--- src/include/cdt_pkg.sv ---
package cdt_pkg;

    ////////////////////////////////////////////////////////////////////////////////
    // Register byte offsets on the APB bus.
    localparam logic [7:0] CDT_OFS_CTRL     = 8'h00;  // Aux timer control.
    localparam logic [7:0] CDT_OFS_HIGH     = 8'h04;  // Count high byte port.
    localparam logic [7:0] CDT_OFS_LOW      = 8'h08;  // Count low byte port.
    localparam logic [7:0] CDT_OFS_FLAGS    = 8'h0C;  // Condition flags.
    localparam logic [7:0] CDT_OFS_IRQ_STAT = 8'h10;  // Sticky interrupt status.
    localparam logic [7:0] CDT_OFS_IRQ_MASK = 8'h14;  // Interrupt mask.

    ////////////////////////////////////////////////////////////////////////////////
    // Field positions.
    localparam int unsigned CDT_BIT_RUN     = 7;  // Run enable in the control register.
    localparam int unsigned CDT_BIT_LOAD    = 6;  // Load strobe in the control register.
    localparam int unsigned CDT_BIT_RATE    = 5;  // Rate select in the control register.
    localparam int unsigned CDT_BIT_EXPIRY  = 7;  // Expiry flag in the condition flags.
    localparam int unsigned CDT_BIT_IRQ_EXP = 0;  // Expiry event in status and mask.

    ////////////////////////////////////////////////////////////////////////////////
    // Values after reset.
    localparam logic [7:0]  CDT_BYTE_RST  = 8'h00;   // Control, holding and mask bytes.
    localparam logic [15:0] CDT_COUNT_RST = 16'h0000; // Counter value after reset.
    localparam logic [31:0] CDT_WORD_RST  = 32'h0000_0000; // Read data after reset.

    ////////////////////////////////////////////////////////////////////////////////
    // Prescale counts, in core clock cycles per timer tick.
    localparam int unsigned CDT_DIV_SLOW = 16;  // Rate select low.
    localparam int unsigned CDT_DIV_FAST = 2;   // Rate select high.
    localparam logic [3:0]  CDT_TERM_SLOW = 4'(CDT_DIV_SLOW - 1); // Last prescale count.
    localparam logic [3:0]  CDT_TERM_FAST = 4'(CDT_DIV_FAST - 1); // Last prescale count.

    ////////////////////////////////////////////////////////////////////////////////
    // Bus slave states, one-hot.
    typedef enum logic [1:0] {
        CDT_APB_IDLE = 2'b01,  // Waiting for an access phase.
        CDT_APB_DONE = 2'b10   // Answer presented with pready.
    } cdt_apb_state_t;

endpackage : cdt_pkg

--- src/include/cdt_tick_if.sv ---
`timescale 1ns/100ps
// Carries the control, tick and count signals between the timer's parts.
interface cdt_tick_if;
    logic        run;         // Counting enabled.
    logic        rate;        // Rate select, high for the fast tick.
    logic        restart;     // Restart the prescaler from zero.
    logic        tick;        // One-cycle timer tick.
    logic        load;        // One-cycle load request.
    logic [15:0] load_value;  // Value taken on a load.
    logic [15:0] count;       // Current count.
    logic        zero_evt;    // One-cycle pulse when the count reaches zero.

    modport ctl (output run, rate, restart, load, load_value, input tick, count, zero_evt);
    modport pre (input run, rate, restart, output tick);
    modport cnt (input run, tick, load, load_value, output count, zero_evt);
endinterface : cdt_tick_if

--- src/verilog/cdt_prescaler.sv ---
`timescale 1ns/100ps
// Divides the core clock into the timer tick selected by the rate bit.
module cdt_prescaler
    import cdt_pkg::*;
(
    input  wire logic core_clk,  // Core clock.
    input  wire logic rstn,      // Synchronous reset, active low.
    cdt_tick_if.pre   tif        // Tick side of the timer.
);
    import cdt_pkg::*;

    // Whole state of the prescaler.
    typedef struct packed {
        logic [3:0] cnt;   // Cycles since the last tick.
        logic       tick;  // Registered tick pulse.
    } cdt_pre_state_t;

    cdt_pre_state_t s_r;    // Present state.
    cdt_pre_state_t s_nxt;  // Next state.
    logic [3:0]     term;   // Last count of the selected period.

    ////////////////////////////////////////////////////////////////////////////////
    // Counts up to the selected terminal value and pulses the tick there.
    always_comb
    begin
        s_nxt = s_r;
        term  = tif.rate ? CDT_TERM_FAST : CDT_TERM_SLOW;
        if (!tif.run || tif.restart)
        begin
            // A stopped or freshly loaded timer starts a whole period.
            s_nxt.cnt  = 4'h0;
            s_nxt.tick = 1'b0;
        end
        else if (s_r.cnt >= term)
        begin
            // Period complete: one tick.
            s_nxt.cnt  = 4'h0;
            s_nxt.tick = 1'b1;
        end
        else
        begin
            s_nxt.cnt  = s_r.cnt + 4'h1;
            s_nxt.tick = 1'b0;
        end
    end

    // Registers the state.
    always_ff @(posedge core_clk)
    begin
        if (!rstn)
            s_r <= '0;
        else
            s_r <= s_nxt;
    end

    assign tif.tick = s_r.tick;  // Tick straight from a flip-flop.

endmodule : cdt_prescaler

--- src/verilog/cdt_down_counter.sv ---
`timescale 1ns/100ps
// Sixteen-bit down counter with load and a zero event.
module cdt_down_counter
    import cdt_pkg::*;
(
    input  wire logic core_clk,  // Core clock.
    input  wire logic rstn,      // Synchronous reset, active low.
    cdt_tick_if.cnt   tif        // Counter side of the timer.
);
    import cdt_pkg::*;

    // Whole state of the counter.
    typedef struct packed {
        logic [15:0] count;     // Current count.
        logic        zero_evt;  // Pulse in the cycle the count shows zero.
    } cdt_cnt_state_t;

    cdt_cnt_state_t s_r;    // Present state.
    cdt_cnt_state_t s_nxt;  // Next state.

    ////////////////////////////////////////////////////////////////////////////////
    // Load has priority over counting; a tick only counts while running.
    always_comb
    begin
        s_nxt          = s_r;
        s_nxt.zero_evt = 1'b0;
        if (tif.load)
        begin
            s_nxt.count = tif.load_value;
        end
        else if (tif.run && tif.tick)
        begin
            // Counts on from whatever value it holds; zero wraps without an event.
            s_nxt.count    = s_r.count - 16'h0001;
            s_nxt.zero_evt = (s_r.count == 16'h0001);
        end
    end

    // Registers the state; a halted counter simply keeps its value.
    always_ff @(posedge core_clk)
    begin
        if (!rstn)
        begin
            s_r.count    <= CDT_COUNT_RST;
            s_r.zero_evt <= 1'b0;
        end
        else
            s_r <= s_nxt;
    end

    assign tif.count    = s_r.count;
    assign tif.zero_evt = s_r.zero_evt;

endmodule : cdt_down_counter

--- src/verilog/cdt_timer.sv ---
// Our own choices: the APB interface to the registers and the register addresses.
`timescale 1ns/100ps
// Behaviour
// While running, count down once per tick.
// Writing run zero halts; count stays frozen.
// Load strobe loads, then clears by itself.
// Rate zero divides by sixteen, one by two.
// Software keeps rate fixed while running.
// Expiry flag sets when count reaches zero.
// Expiry clears on write one or stop.
// High byte port reads and writes bits 15-8.
// Low byte port reads and writes bits 7-0.
// Load takes written value; reset clears control.
// Byte ports read the current count.
module cdt_timer
    import cdt_pkg::*;
(
    input  wire logic        core_clk,  // Core clock, 100 MHz.
    input  wire logic        rstn,      // Synchronous reset, active low.
    input  wire logic [7:0]  paddr,     // APB byte address.
    input  wire logic        psel,      // APB select.
    input  wire logic        penable,   // APB enable.
    input  wire logic        pwrite,    // APB direction, high for write.
    input  wire logic [31:0] pwdata,    // APB write data.
    output logic      [31:0] prdata,    // APB read data.
    output logic             pready,    // APB ready.
    output logic             pslverr,   // APB error for an unmapped address.
    output logic             irq        // Level interrupt.
);
    import cdt_pkg::*;

    ////////////////////////////////////////////////////////////////////////////////
    // State.

    // Whole state of the top level.
    typedef struct packed {
        cdt_apb_state_t st;         // Bus slave state.
        logic           run;        // Run enable.
        logic           load;       // Load strobe.
        logic           rate;       // Rate select.
        logic           expiry;     // Expiry flag.
        logic [7:0]     hold_hi;    // Written upper byte.
        logic [7:0]     hold_lo;    // Written lower byte.
        logic [7:0]     irq_stat;   // Sticky interrupt status.
        logic [7:0]     irq_mask;   // Interrupt mask.
        logic [31:0]    prdata;     // Registered read data.
        logic           pready;     // Registered ready.
        logic           pslverr;    // Registered error.
        logic           irq;        // Registered interrupt.
    } cdt_top_state_t;

    cdt_top_state_t s_r;      // Present state.
    cdt_top_state_t s_nxt;    // Next state.
    logic           wr_fire;  // A write completes at this edge.
    logic           mapped;   // The address hits a register.
    logic [7:0]     rd_byte;  // Byte selected for reading.

    cdt_tick_if tif ();       // Link to the prescaler and the counter.

    ////////////////////////////////////////////////////////////////////////////////
    // Sub-blocks.

    // Tick generator.
    cdt_prescaler u_pre (
        .core_clk (core_clk),
        .rstn     (rstn),
        .tif      (tif)
    );

    // Sixteen-bit down counter.
    cdt_down_counter u_cnt (
        .core_clk (core_clk),
        .rstn     (rstn),
        .tif      (tif)
    );

    // Control reaches the sub-blocks straight from the registers.
    assign tif.run        = s_r.run;
    assign tif.rate       = s_r.rate;
    assign tif.load       = s_r.load;
    assign tif.restart    = s_r.load;
    assign tif.load_value = {s_r.hold_hi, s_r.hold_lo};

    ////////////////////////////////////////////////////////////////////////////////
    // Read decode.

    // Picks the byte shown for the addressed register.
    always_comb
    begin
        mapped  = 1'b1;
        rd_byte = 8'h00;
        case (paddr)
            CDT_OFS_CTRL:
                rd_byte = {s_r.run, s_r.load, s_r.rate, 5'h00};
            CDT_OFS_HIGH:
                rd_byte = tif.count[15:8];
            CDT_OFS_LOW:
                rd_byte = tif.count[7:0];
            CDT_OFS_FLAGS:
                rd_byte = {s_r.expiry, 7'h00};
            CDT_OFS_IRQ_STAT:
                rd_byte = s_r.irq_stat;
            CDT_OFS_IRQ_MASK:
                rd_byte = s_r.irq_mask;
            default:
                mapped = 1'b0;  // Unmapped: reads zero, answers with an error.
        endcase
    end

    ////////////////////////////////////////////////////////////////////////////////
    // Next state.

    // Bus slave, register writes, flags and interrupt.
    always_comb
    begin
        s_nxt   = s_r;
        wr_fire = psel && penable && s_r.pready && pwrite && mapped;

        // The access phase lasts two cycles: pready rises in the second.
        case (s_r.st)
            CDT_APB_IDLE:
            begin
                if (psel && penable)
                begin
                    s_nxt.st      = CDT_APB_DONE;
                    s_nxt.pready  = 1'b1;
                    s_nxt.pslverr = !mapped;
                    s_nxt.prdata  = pwrite ? CDT_WORD_RST : {24'h000000, rd_byte};
                end
            end
            CDT_APB_DONE:
            begin
                s_nxt.st      = CDT_APB_IDLE;
                s_nxt.pready  = 1'b0;
                s_nxt.pslverr = 1'b0;
            end
            default:
            begin
                s_nxt.st     = CDT_APB_IDLE;
                s_nxt.pready = 1'b0;
            end
        endcase

        // The load strobe lasts one cycle, the cycle the counter loads.
        s_nxt.load = 1'b0;

        if (wr_fire)
        begin
            case (paddr)
                CDT_OFS_CTRL:
                begin
                    s_nxt.run  = pwdata[CDT_BIT_RUN];
                    s_nxt.rate = pwdata[CDT_BIT_RATE];
                    s_nxt.load = pwdata[CDT_BIT_LOAD];
                    if (!pwdata[CDT_BIT_RUN])
                        s_nxt.expiry = 1'b0;
                end
                CDT_OFS_HIGH:
                    s_nxt.hold_hi = pwdata[7:0];
                CDT_OFS_LOW:
                    s_nxt.hold_lo = pwdata[7:0];
                CDT_OFS_FLAGS:
                begin
                    if (pwdata[CDT_BIT_EXPIRY])
                        s_nxt.expiry = 1'b0;
                end
                CDT_OFS_IRQ_STAT:
                    s_nxt.irq_stat = s_r.irq_stat & ~pwdata[7:0];
                CDT_OFS_IRQ_MASK:
                    s_nxt.irq_mask = pwdata[7:0];
                default:
                    s_nxt.irq_mask = s_r.irq_mask;  // Not reached: mapped is required.
            endcase
        end

        // Setting follows clearing, so an event in the clearing cycle is kept.
        if (tif.zero_evt)
        begin
            s_nxt.expiry                    = 1'b1;
            s_nxt.irq_stat[CDT_BIT_IRQ_EXP] = 1'b1;
        end

        s_nxt.irq = |(s_nxt.irq_stat & s_nxt.irq_mask);
    end

    ////////////////////////////////////////////////////////////////////////////////
    // Registers.

    // Reset clears every control bit and flag.
    always_ff @(posedge core_clk)
    begin
        if (!rstn)
        begin
            s_r.st       <= CDT_APB_IDLE;
            s_r.run      <= 1'b0;
            s_r.load     <= 1'b0;
            s_r.rate     <= 1'b0;
            s_r.expiry   <= 1'b0;
            s_r.hold_hi  <= CDT_BYTE_RST;
            s_r.hold_lo  <= CDT_BYTE_RST;
            s_r.irq_stat <= CDT_BYTE_RST;
            s_r.irq_mask <= CDT_BYTE_RST;
            s_r.prdata   <= CDT_WORD_RST;
            s_r.pready   <= 1'b0;
            s_r.pslverr  <= 1'b0;
            s_r.irq      <= 1'b0;
        end
        else
            s_r <= s_nxt;
    end

    // Every output comes from a flip-flop.
    assign prdata  = s_r.prdata;
    assign pready  = s_r.pready;
    assign pslverr = s_r.pslverr;
    assign irq     = s_r.irq;

    ////////////////////////////////////////////////////////////////////////////////
    // Assertions.

    // A counted tick lowers the count by exactly one.
    property p_run_counts;
        @(posedge core_clk) disable iff (!rstn)
        (tif.run && tif.tick && !tif.load) |=> (tif.count == $past(tif.count) - 16'h0001);
    endproperty
    a_run_counts: assert property (p_run_counts) else $error("count did not decrement");

    // A halted counter keeps its value.
    property p_stop_freezes;
        @(posedge core_clk) disable iff (!rstn)
        (!tif.run && !tif.load) |=> $stable(tif.count);
    endproperty
    a_stop_freezes: assert property (p_stop_freezes) else $error("halted count moved");

    // The strobe is gone one cycle after it rose, and the count was loaded.
    property p_load_done;
        @(posedge core_clk) disable iff (!rstn)
        s_r.load |=> (!s_r.load || $past(wr_fire)) && (tif.count == $past(tif.load_value));
    endproperty
    a_load_done: assert property (p_load_done) else $error("load not completed");

    // The slow rate leaves at least eight quiet cycles after a tick.
    property p_rate_slow;
        @(posedge core_clk) disable iff (!rstn)
        (tif.tick && !s_r.rate && s_r.run) |=> !tif.tick [*8];
    endproperty
    a_rate_slow: assert property (p_rate_slow) else $error("slow tick too early");

    // The fast rate ticks every second cycle while undisturbed.
    property p_rate_fast;
        @(posedge core_clk) disable iff (!rstn)
        (tif.tick && s_r.rate && s_r.run && !s_r.load && !wr_fire)
            |=> !tif.tick ##1 (tif.tick || !s_r.run || $past(s_r.load) || $past(wr_fire));
    endproperty
    a_rate_fast: assert property (p_rate_fast) else $error("fast tick period wrong");

    // Reaching zero raises the flag in the next cycle.
    property p_expiry_set;
        @(posedge core_clk) disable iff (!rstn)
        tif.zero_evt |=> s_r.expiry;
    endproperty
    a_expiry_set: assert property (p_expiry_set) else $error("expiry not set");

    // Stopping the timer clears the flag unless zero arrives together.
    property p_expiry_stop;
        @(posedge core_clk) disable iff (!rstn)
        (wr_fire && paddr == CDT_OFS_CTRL && !pwdata[CDT_BIT_RUN] && !tif.zero_evt)
            |=> !s_r.expiry;
    endproperty
    a_expiry_stop: assert property (p_expiry_stop) else $error("expiry not cleared");

    // A read of the high port shows the count's upper byte.
    property p_read_high;
        @(posedge core_clk) disable iff (!rstn)
        ($rose(pready) && paddr == CDT_OFS_HIGH && !pwrite)
            |-> (prdata[7:0] == $past(tif.count[15:8]));
    endproperty
    a_read_high: assert property (p_read_high) else $error("high byte read wrong");

    // A read of the low port shows the count's lower byte.
    property p_read_low;
        @(posedge core_clk) disable iff (!rstn)
        ($rose(pready) && paddr == CDT_OFS_LOW && !pwrite)
            |-> (prdata[7:0] == $past(tif.count[7:0]));
    endproperty
    a_read_low: assert property (p_read_low) else $error("low byte read wrong");

    // Main scenarios.
    c_load: cover property (@(posedge core_clk) disable iff (!rstn) s_r.load ##1 s_r.run);
    c_expiry: cover property (@(posedge core_clk) disable iff (!rstn) $rose(s_r.expiry));
    c_irq: cover property (@(posedge core_clk) disable iff (!rstn) $rose(irq));

endmodule : cdt_timer

--- config.mk ---
export PLATFORM = sky130hd
export DESIGN_NAME = cdt_timer
export DESIGN_NICKNAME = d
export VERILOG_FILES = /design/src/include/cdt_pkg.sv /design/src/include/cdt_tick_if.sv /design/src/verilog/cdt_prescaler.sv /design/src/verilog/cdt_down_counter.sv /design/src/verilog/cdt_timer.sv
export SDC_FILE = /design/constraint.sdc
export NUM_CORES = 1
export LEC_CHECK = 0
export BUFFER_PORTS_ARGS = -buffer_cell sky130_fd_sc_hd__buf_2
export CORE_MARGIN = 1
export CORE_UTILIZATION = 58
export CTS_CLUSTER_SIZE = 40
export DETAILED_ROUTE_END_ITERATION = 7
export PLACE_DENSITY = 0.85
export SLEW_MARGIN = 20
export SYNTH_ARGS = -nofsm -noshare
export SYNTH_HDL_FRONTEND = slang
export SYNTH_SLANG_ARGS = --single-unit
--- constraint.sdc ---
create_clock -name core_clk -period 5.5 [get_ports core_clk]
set_clock_uncertainty 0.1 [all_clocks]
set_input_delay 0.275 -clock core_clk [delete_from_list [all_inputs] [get_ports core_clk]]
set_output_delay 0.275 -clock core_clk [all_outputs]
set_load 0.01 [all_outputs]
==> metrics.md, run 1 <==
| Metric | Value |
|---|---|
| Status | `finished clean` |
| Worst EP required | `5630 ps` |
| Combinational Power Share | `0.048` |
| Maximum vdd drop | `0.208 mV` |
| Clk Latency, worst-skew pair | `350 ps` |
| Core Area | `0.00564 mm²` |
| Port-buffer cells | `31` |
| CP Capture Type | `register` |
| Tightest Hold Check Type | `in2reg` |
| Top-area cell type share of the netlist area | `0.401` |
| Largest net degree at the start of global routing | `31` |
| Final setup fails | `0` |
| Delay-heaviest family, CP | `simple AND/OR/NAND/NOR gates` |
| Final slew viol count | `0` |
| Top cells by area, synth | `dfxtp_1 (40%), buf_4 (6.9%), mux2i_1 (6.0%), nor2_1 (6.0%), a21oi_1 (2.9%)` |
| Starting Density | `0.620` |
| Clock Tree Buf Depth | `2` |
| Core Rows | `27` |
| Cell Int Power | `0.753 mW` |
| H-tree depth | `3` |
| IO Pins | `80` |
| WHS | `144 ps` |
| Sequential fraction of the synthesis area | `0.401` |
| Period utilization | `0.484` |
| Cts repair resizes | `0` |
| Critical Path Start | `paddr[4]` |
| Fin crit period | `2660 ps` |
| Clock root cell | `clkbuf_8` |
| # DRC | `0` |
| Proportion of layout cells with a drive suffix above 1 | `0.153` |
| Commonest non-fill, non-tap cell in the layout | `dfxtp_1` |
| Most frequent cells in the layout | `dfxtp_1 (70), nor2_1 (56), buf_2 (31)` |
| First-pass GRT wire length | `13100 µm` |
| Mapped Area | `0.00350 mm²` |
| Critical-path top delay cell | `or4b_2` |
| Net Sw Frac | `0.226` |
| Sw Pwr | `0.220 mW` |
| Count of different cell masters after synthesis | `51` |
| Layout area overhead | `6.73%` |
| Cell count after synthesis | `391` |
| Relative slew slack | `0.346` |
| Die X | `79.6 µm` |
| TritonCTS Buffers | `9` |
| Most used DFF post-synth | `dfxtp_1` |
| Initial antenna violation count | `0` |
| Leakage | `1.69 nW` |
| Clk sink count | `70` |
| WL/cell | `16.3 µm` |
| Crit-path cells | `buf_2 -> nor2b_1 -> or4b_2 -> o21ai_0 -> o22ai_1 -> o41a_1` |
| Crit path buf inv count | `1` |
| Vias per std cell | `5.72` |
| Drt pass-1 iters | `4` |
| Initial DRC count | `317` |
| Number of diodes | `0` |
| Synth area leader | `dfxtp_1` |
| Post-synth EDFFs | `0` |
| Die area | `0.00634 mm²` |
| Worst hold start | `pwdata[0]` |
| RSZ-0062 raised after global routing | `no` |
| Vias in the first global route | `2699` |
| Setup TNS | `0 ps` |
| CP arrival | `2790 ps` |
| Final Hold Viols | `0` |
| CTS tree | `built` |
| GR Overflow Total | `0` |
| R2R Path Start | `s_r[72]` |
| Final WL | `7880 µm` |
| Max Clk Rate | `0.376 GHz` |
| Multi-input logic area | `0.00181 mm²` |
| Die Ht | `79.6 µm` |
| Clk pwr share | `0.430` |
| Actual slew at the worst max-slew pin | `979 ps` |
| # fillers | `473` |
| Crit Path Max Fanout | `15` |
| Slowest stage delay, CP | `740 ps` |
| Final GP Congestion | `0.911` |
| Syn Area/Cell | `8.94 µm²` |
| Final HPWL DP | `5700 µm` |
| Warnings from Yosys | `0` |
| Setup Buffers After CTS | `0` |
| Vias post-DR | `2770` |
| Post-route ant nets | `0` |
| P per Cell Area | `261 mW/mm²` |
| Hold-fix buffers at CTS | `0` |
| Startpoint type of the worst setup path | `input port` |
| Max Cap Viol | `0` |
| Seq. cell area | `0.00140 mm²` |
| Nets | `458` |
| Clock Pin Slew Worst Setup and Hold Paths | `70 ps` |
| Fraction of registers with async set/reset | `0` |
| Sequential share of power | `0.523` |
| FF+latch count, synth | `70` |
| Gr usage total | `0.278` |
| Worst Path Class, Setup | `in2reg` |
## layout make-up
cell class                 instances  area share
multi-input combinational        278       0.486
sequential                        70       0.376
timing repair buffer              33      0.0456
clock buffer                      13      0.0426
tap                               72      0.0241
inverter                          15      0.0151
clock inverter                     3      0.0114
## stage by stage
| stage | power [mW] | area, µm² | instances | setup WS [ps] | utilization |
|---|---|---|---|---|---|
| 3_5_place_dp | 0.566 | 3530 | 468 | 2570 | 0.626 |
| 4_1_cts | 0.980 | 3730 | 484 | 2900 | 0.661 |
| 6_report | 0.973 | 3730 | 484 | 2840 | 0.661 |
| 5_1_grt | 1.01 | 3730 | 484 | 2760 | 0.661 |
| 2_1_floorplan | 0.558 | 3580 | 414 | 3020 | - |
| 3_3_place_gp | 0.565 | 3530 | 468 | 2620 | 0.626 |
## per-layer routing
metal  up-vias  share of wire  global-route usage
met5         -              0                   0
met4         0          0.019               0.109
met3        12          0.073              0.0823
met2       105           0.48               0.468
met1      1307           0.43               0.330
li1       1346              -                   -
## Yosys cell counts (2+ instances only)
master	instances
nand3_1	15
a22oi_1	7
ha_1	6
buf_4	32
mux2_2	6
nor3_1	5
clkbuf_1	17
mux2i_1	21
nand2b_1	4
nand2_1	22
a2bb2oi_1	7
mux4_2	3
or4_4	2
or3_1	3
nor2_1	56
xor2_1	10
inv_1	14
o21ai_0	8
nor4b_1	3
or4_1	3
and4_1	3
mux2_4	2
a21oi_1	20
o22ai_1	3
nand4bb_1	2
xnor2_1	6
nor4_1	4
dfxtp_1	70
o211a_1	4
a21o_1	3
a211oi_1	2
and2_1	4
a22o_1	6
## path summary, 6_finish.rpt
kind | endpoint | slack (ps) | depth (start not counted)
setup reg to reg | irq | 2970 | 5
setup / recovery | irq | 2840 | 6
hold / removal | s_r[51] | 140 | 3
hold reg to reg | s_r[54] | 350 | 2
## power by group through the flow
stage | sequential [mW] | combinational (mW) | clock (mW)
2_1_floorplan | 0.520 | 0.0377 | 0
3_3_place_gp | 0.520 | 0.0446 | 0
3_5_place_dp | 0.520 | 0.0456 | 0
4_1_cts | 0.508 | 0.0460 | 0.426
5_1_grt | 0.508 | 0.0513 | 0.450
6_report | 0.509 | 0.0465 | 0.418
## worst min-delay path, stage by stage
cell and delay, ps:
buf_2 140, nand3_1 70, a21oi_1 60
## flip-flops by register name, summed over array words and instances (netlist names)
name,flops
s_r,35
u_cnt.tif.count,16
prdata,8
u_pre.s_r,4
irq,1
pslverr,1
tif.load,1
tif.rate,1
tif.run,1
u_cnt.tif.zero_evt,1
u_pre.tif.tick,1
## logic make-up (layout without fill, tap and decap cells)
logic type / after synthesis / after routing / synth area share
compound gates: 66 / 66 / 0.130
xor+xnor: 16 / 16 / 0.0401
fa+ha+maj: 6 / 6 / 0.0215
buf+inv: 66 / 64 / 0.107
flops: 70 / 70 / 0.401
mux: 32 / 32 / 0.107
other cells: 1 / 24 / 0.00107
simple gates: 134 / 134 / 0.191
Note: power is estimated with default switching activity, not from simulation.
==> inputs of run 2 (changes only) <==
--- a/config.mk
+++ b/config.mk
@@ -7,10 +7,10 @@
 export LEC_CHECK = 0
 export BUFFER_PORTS_ARGS = -buffer_cell sky130_fd_sc_hd__buf_2
 export CORE_MARGIN = 1
-export CORE_UTILIZATION = 58
+export CORE_UTILIZATION = 49
 export CTS_CLUSTER_SIZE = 40
 export DETAILED_ROUTE_END_ITERATION = 7
-export PLACE_DENSITY = 0.85
+export PLACE_DENSITY = 0.76
 export SLEW_MARGIN = 20
 export SYNTH_ARGS = -nofsm -noshare
 export SYNTH_HDL_FRONTEND = slang
==> constraint.sdc (replaced) <==
create_clock -name core_clk -period 2.25 [get_ports core_clk]
set_clock_uncertainty 0.1 [all_clocks]
set_input_delay 0.1125 -clock core_clk [delete_from_list [all_inputs] [get_ports core_clk]]
set_output_delay 0.1125 -clock core_clk [all_outputs]
set_load 0.01 [all_outputs]
==> run 2 against run 1 <==
Against the previous run:
- the run now ends with negative setup slack left
- combinational power rose to 3.1 times the previous value
- clock-buffer cell count fell by 3
- final cell count rose by 14%
- register-to-register slack got worse by 3000 ps
- first-iteration DRC count fell by 33%
- global-route usage fell by 3.4 points
- die area rose by 18%
==> metrics.md, run 2 (synthesized netlist as in run 1, its figures left out) <==
| Metric | Value |
|---|---|
| Final HPWL DP | `6020 µm (+5.6%)` |
| # fillers | `595 (+26%)` |
| Clock Tree Buf Depth | `2 (unchanged)` |
| Placed Cells | `524 (+12%)` |
| Clock root cell | `clkbuf_8` |
| Startpoint type of the worst setup path | `register` |
| Post-route ant nets | `0 (unchanged)` |
| Most frequent cells in the layout | `dfxtp_1 (69), nor2_1 (56), buf_4 (35)` |
| Cell Int Power | `1.94 mW (+160%)` |
| Leakage | `1.90 nW (+12%)` |
| Number of flip-flops in the largest register | `35 (unchanged)` |
| CP Capture Type | `register` |
| CTS tree | `built` |
| Number of diodes | `0 (unchanged)` |
| GR Overflow Total | `0 (unchanged)` |
| Crit Path Max Fanout | `6 (-9)` |
| IO Pins | `80 (unchanged)` |
| Delay-heaviest family, CP | `simple AND/OR/NAND/NOR gates` |
| Starting Density | `0.512 (-0.108)` |
| P per Cell Area | `607 mW/mm² (+130%)` |
| Sequential share of power | `0.493 (-0.030)` |
| Final WL | `8310 µm (+5.5%)` |
| Slowest stage delay, CP | `600 ps (-140 ps)` |
| Vias post-DR | `2925 (+5.6%)` |
| Port-buffer cells | `31 (unchanged)` |
| Max Clk Rate | `0.444 GHz` |
| CP arrival | `2400 ps (-390 ps)` |
| Clock Pin Slew Worst Setup and Hold Paths | `70 ps (about the same)` |
| Vias per std cell | `5.32 (-7.1%)` |
| RSZ-0062 raised after global routing | `yes` |
| Proportion of layout cells with a drive suffix above 1 | `0.229 (+0.0762)` |
| Core Area | `0.00683 mm² (+21%)` |
| Final Non-Filler Cells | `550 (+14%)` |
| Final GP Congestion | `0.915 (+0.41%)` |
| Setup ws final | `-4.69 ps (-2840 ps)` |
| Final slew viol count | `0 (unchanged)` |
| Met3 Track Usage GR | `0.0781 (-0.00419)` |
| Gr usage total | `0.244 (-0.0336)` |
| Die area | `0.00748 mm² (+18%)` |
| Net Sw Frac | `0.230 (+0.00405)` |
| Layout area overhead | `18.8%` |
| GR Util met2 | `0.388 (-0.0794)` |
| First-pass GRT wire length | `13700 µm (+4.8%)` |
| Initial DRC count | `212 (-33%)` |
| WL/cell | `15.1 µm (-7.2%)` |
| Sw Pwr | `0.579 mW (+160%)` |
| Core Rows | `30 (+11%)` |
| Total power | `2.52 mW (+160%)` |
| Drt pass-1 iters | `4 (unchanged)` |
| Fin crit period | `2250 ps` |
| Worst Path Class, Setup | `reg2reg` |
| H-tree depth | `3 (unchanged)` |
| Max Cap Viol | `0 (unchanged)` |
| GRT Max-Usage Layer | `met2` |
| Final Hold Viols | `0 (unchanged)` |
| Maximum vdd drop | `0.500 mV (+140%)` |
| Setup TNS | `-4.69 ps (-4.69 ps)` |
| Period utilization | `1.00` |
| Largest Register | `s_r` |
| # DRC | `0 (unchanged)` |
| Biggest regs | `s_r (35), u_cnt.tif.count (16), prdata (8)` |
| Failing checks | `negative setup slack` |
| Clk Latency, worst-skew pair | `360 ps (about the same)` |
| Tightest Hold Check Type | `in2reg` |
| Initial antenna violation count | `0 (unchanged)` |
| Combinational Power Share | `0.056 (+0.008)` |
| Commonest non-fill, non-tap cell in the layout | `dfxtp_1` |
| Relative slew slack | `0.662 (+0.315)` |
| Largest net degree at the start of global routing | `30 (-3.2%)` |
| Clk sink count | `70 (unchanged)` |
| TritonCTS Buffers | `9 (unchanged)` |
| Final setup fails | `1 (+1)` |
| Crit path buf inv count | `1 (unchanged)` |
| Vias in the first global route | `2779 (+3.0%)` |
| Pre-CTS setup slack | `-150 ps (-2720 ps)` |
| Status | `finished, violations left` |
| Clk pwr share | `0.451 (+0.021)` |
| Actual slew at the worst max-slew pin | `506 ps (-473 ps)` |
| Critical-path top delay cell | `or4b_4` |
| Met1 Usage GRT | `0.313 (-0.0173)` |
| Die X | `86.5 µm (+8.6%)` |
| Die Ht | `86.5 µm (+8.6%)` |
| Worst EP required | `2400 ps (-3230 ps)` |
| Nets | `500 (+9.2%)` |
| Crit-path cells | `nand4_1 -> buf_4 -> or4b_4 -> o21ai_4 -> o22ai_2 -> o41a_1` |
-- run 2: cell type report --
cell class	instances	area, µm²	share of cell area
multi-input combinational	278	1840	0.444
sequential	70	1400	0.338
timing repair buffer	75	508	0.122
clock buffer	10	138	0.0331
tap	96	120	0.0289
clock inverter	6	85.1	0.0205
inverter	15	56.3	0.0136
-- run 2: stage by stage --
| stage | instance area [µm²] | hold slack, ps | utilization |
|---|---|---|---|
| after floorplan | 3590 | 150 | - |
| after global placement | 3800 | 327 | 0.557 |
| after detailed placement | 3800 | 339 | 0.557 |
| after CTS | 4120 | 101 | 0.603 |
| after global routing | 4150 | 127 | 0.608 |
| final | 4150 | 104 | 0.608 |
-- run 2: what timing repair did --
| item | in CTS | in global routing |
|---|---|---|
| hold buffers | 9 | 0 |
| setup buffers | 0 | 1 |
| gates resized for setup | 1 | 6 |
| endpoints found under the hold margin | 13 | 0 |
| gates cloned | 0 | 0 |
| endpoints found under the setup margin | 1 | 1 |
| pin swaps | 1 | 3 |
-- run 2: routing by layer --
metal	vias up	routed length, µm	part of all wire
li1	1430	-	-
met1	1377	3670	0.44
met2	106	3920	0.47
met3	12	607	0.073
met4	0	116	0.014
met5	-	0	0
-- run 2: worst reg2reg max path, stage by stage (launching register included) --
cell     delay (ps)
dfxtp_2         330
nand4_1         180
buf_4           210
or4b_4          600
o21ai_4         210
o22ai_2         100
o41a_1          430
-- run 2: power by group through the flow --
| stage | logic [mW] | registers (mW) | clock network (mW) |
|---|---|---|---|
| detailed placement | 0.127 | 1.27 | 0 |
| CTS | 0.140 | 1.24 | 1.15 |
| global route | 0.155 | 1.24 | 1.20 |
| global placement | 0.125 | 1.27 | 0 |
| finish | 0.142 | 1.24 | 1.14 |
| floorplan | 0.0926 | 1.27 | 0 |
-- run 2: final timing paths --
kind	from	to	slack, ps	cells after the start
setup / recovery	s_r[72]	irq	-5	6
hold / removal	penable	s_r[71]	100	3
setup reg to reg	s_r[72]	irq	-5	6
hold reg to reg	s_r[57]	s_r[57]	350	2
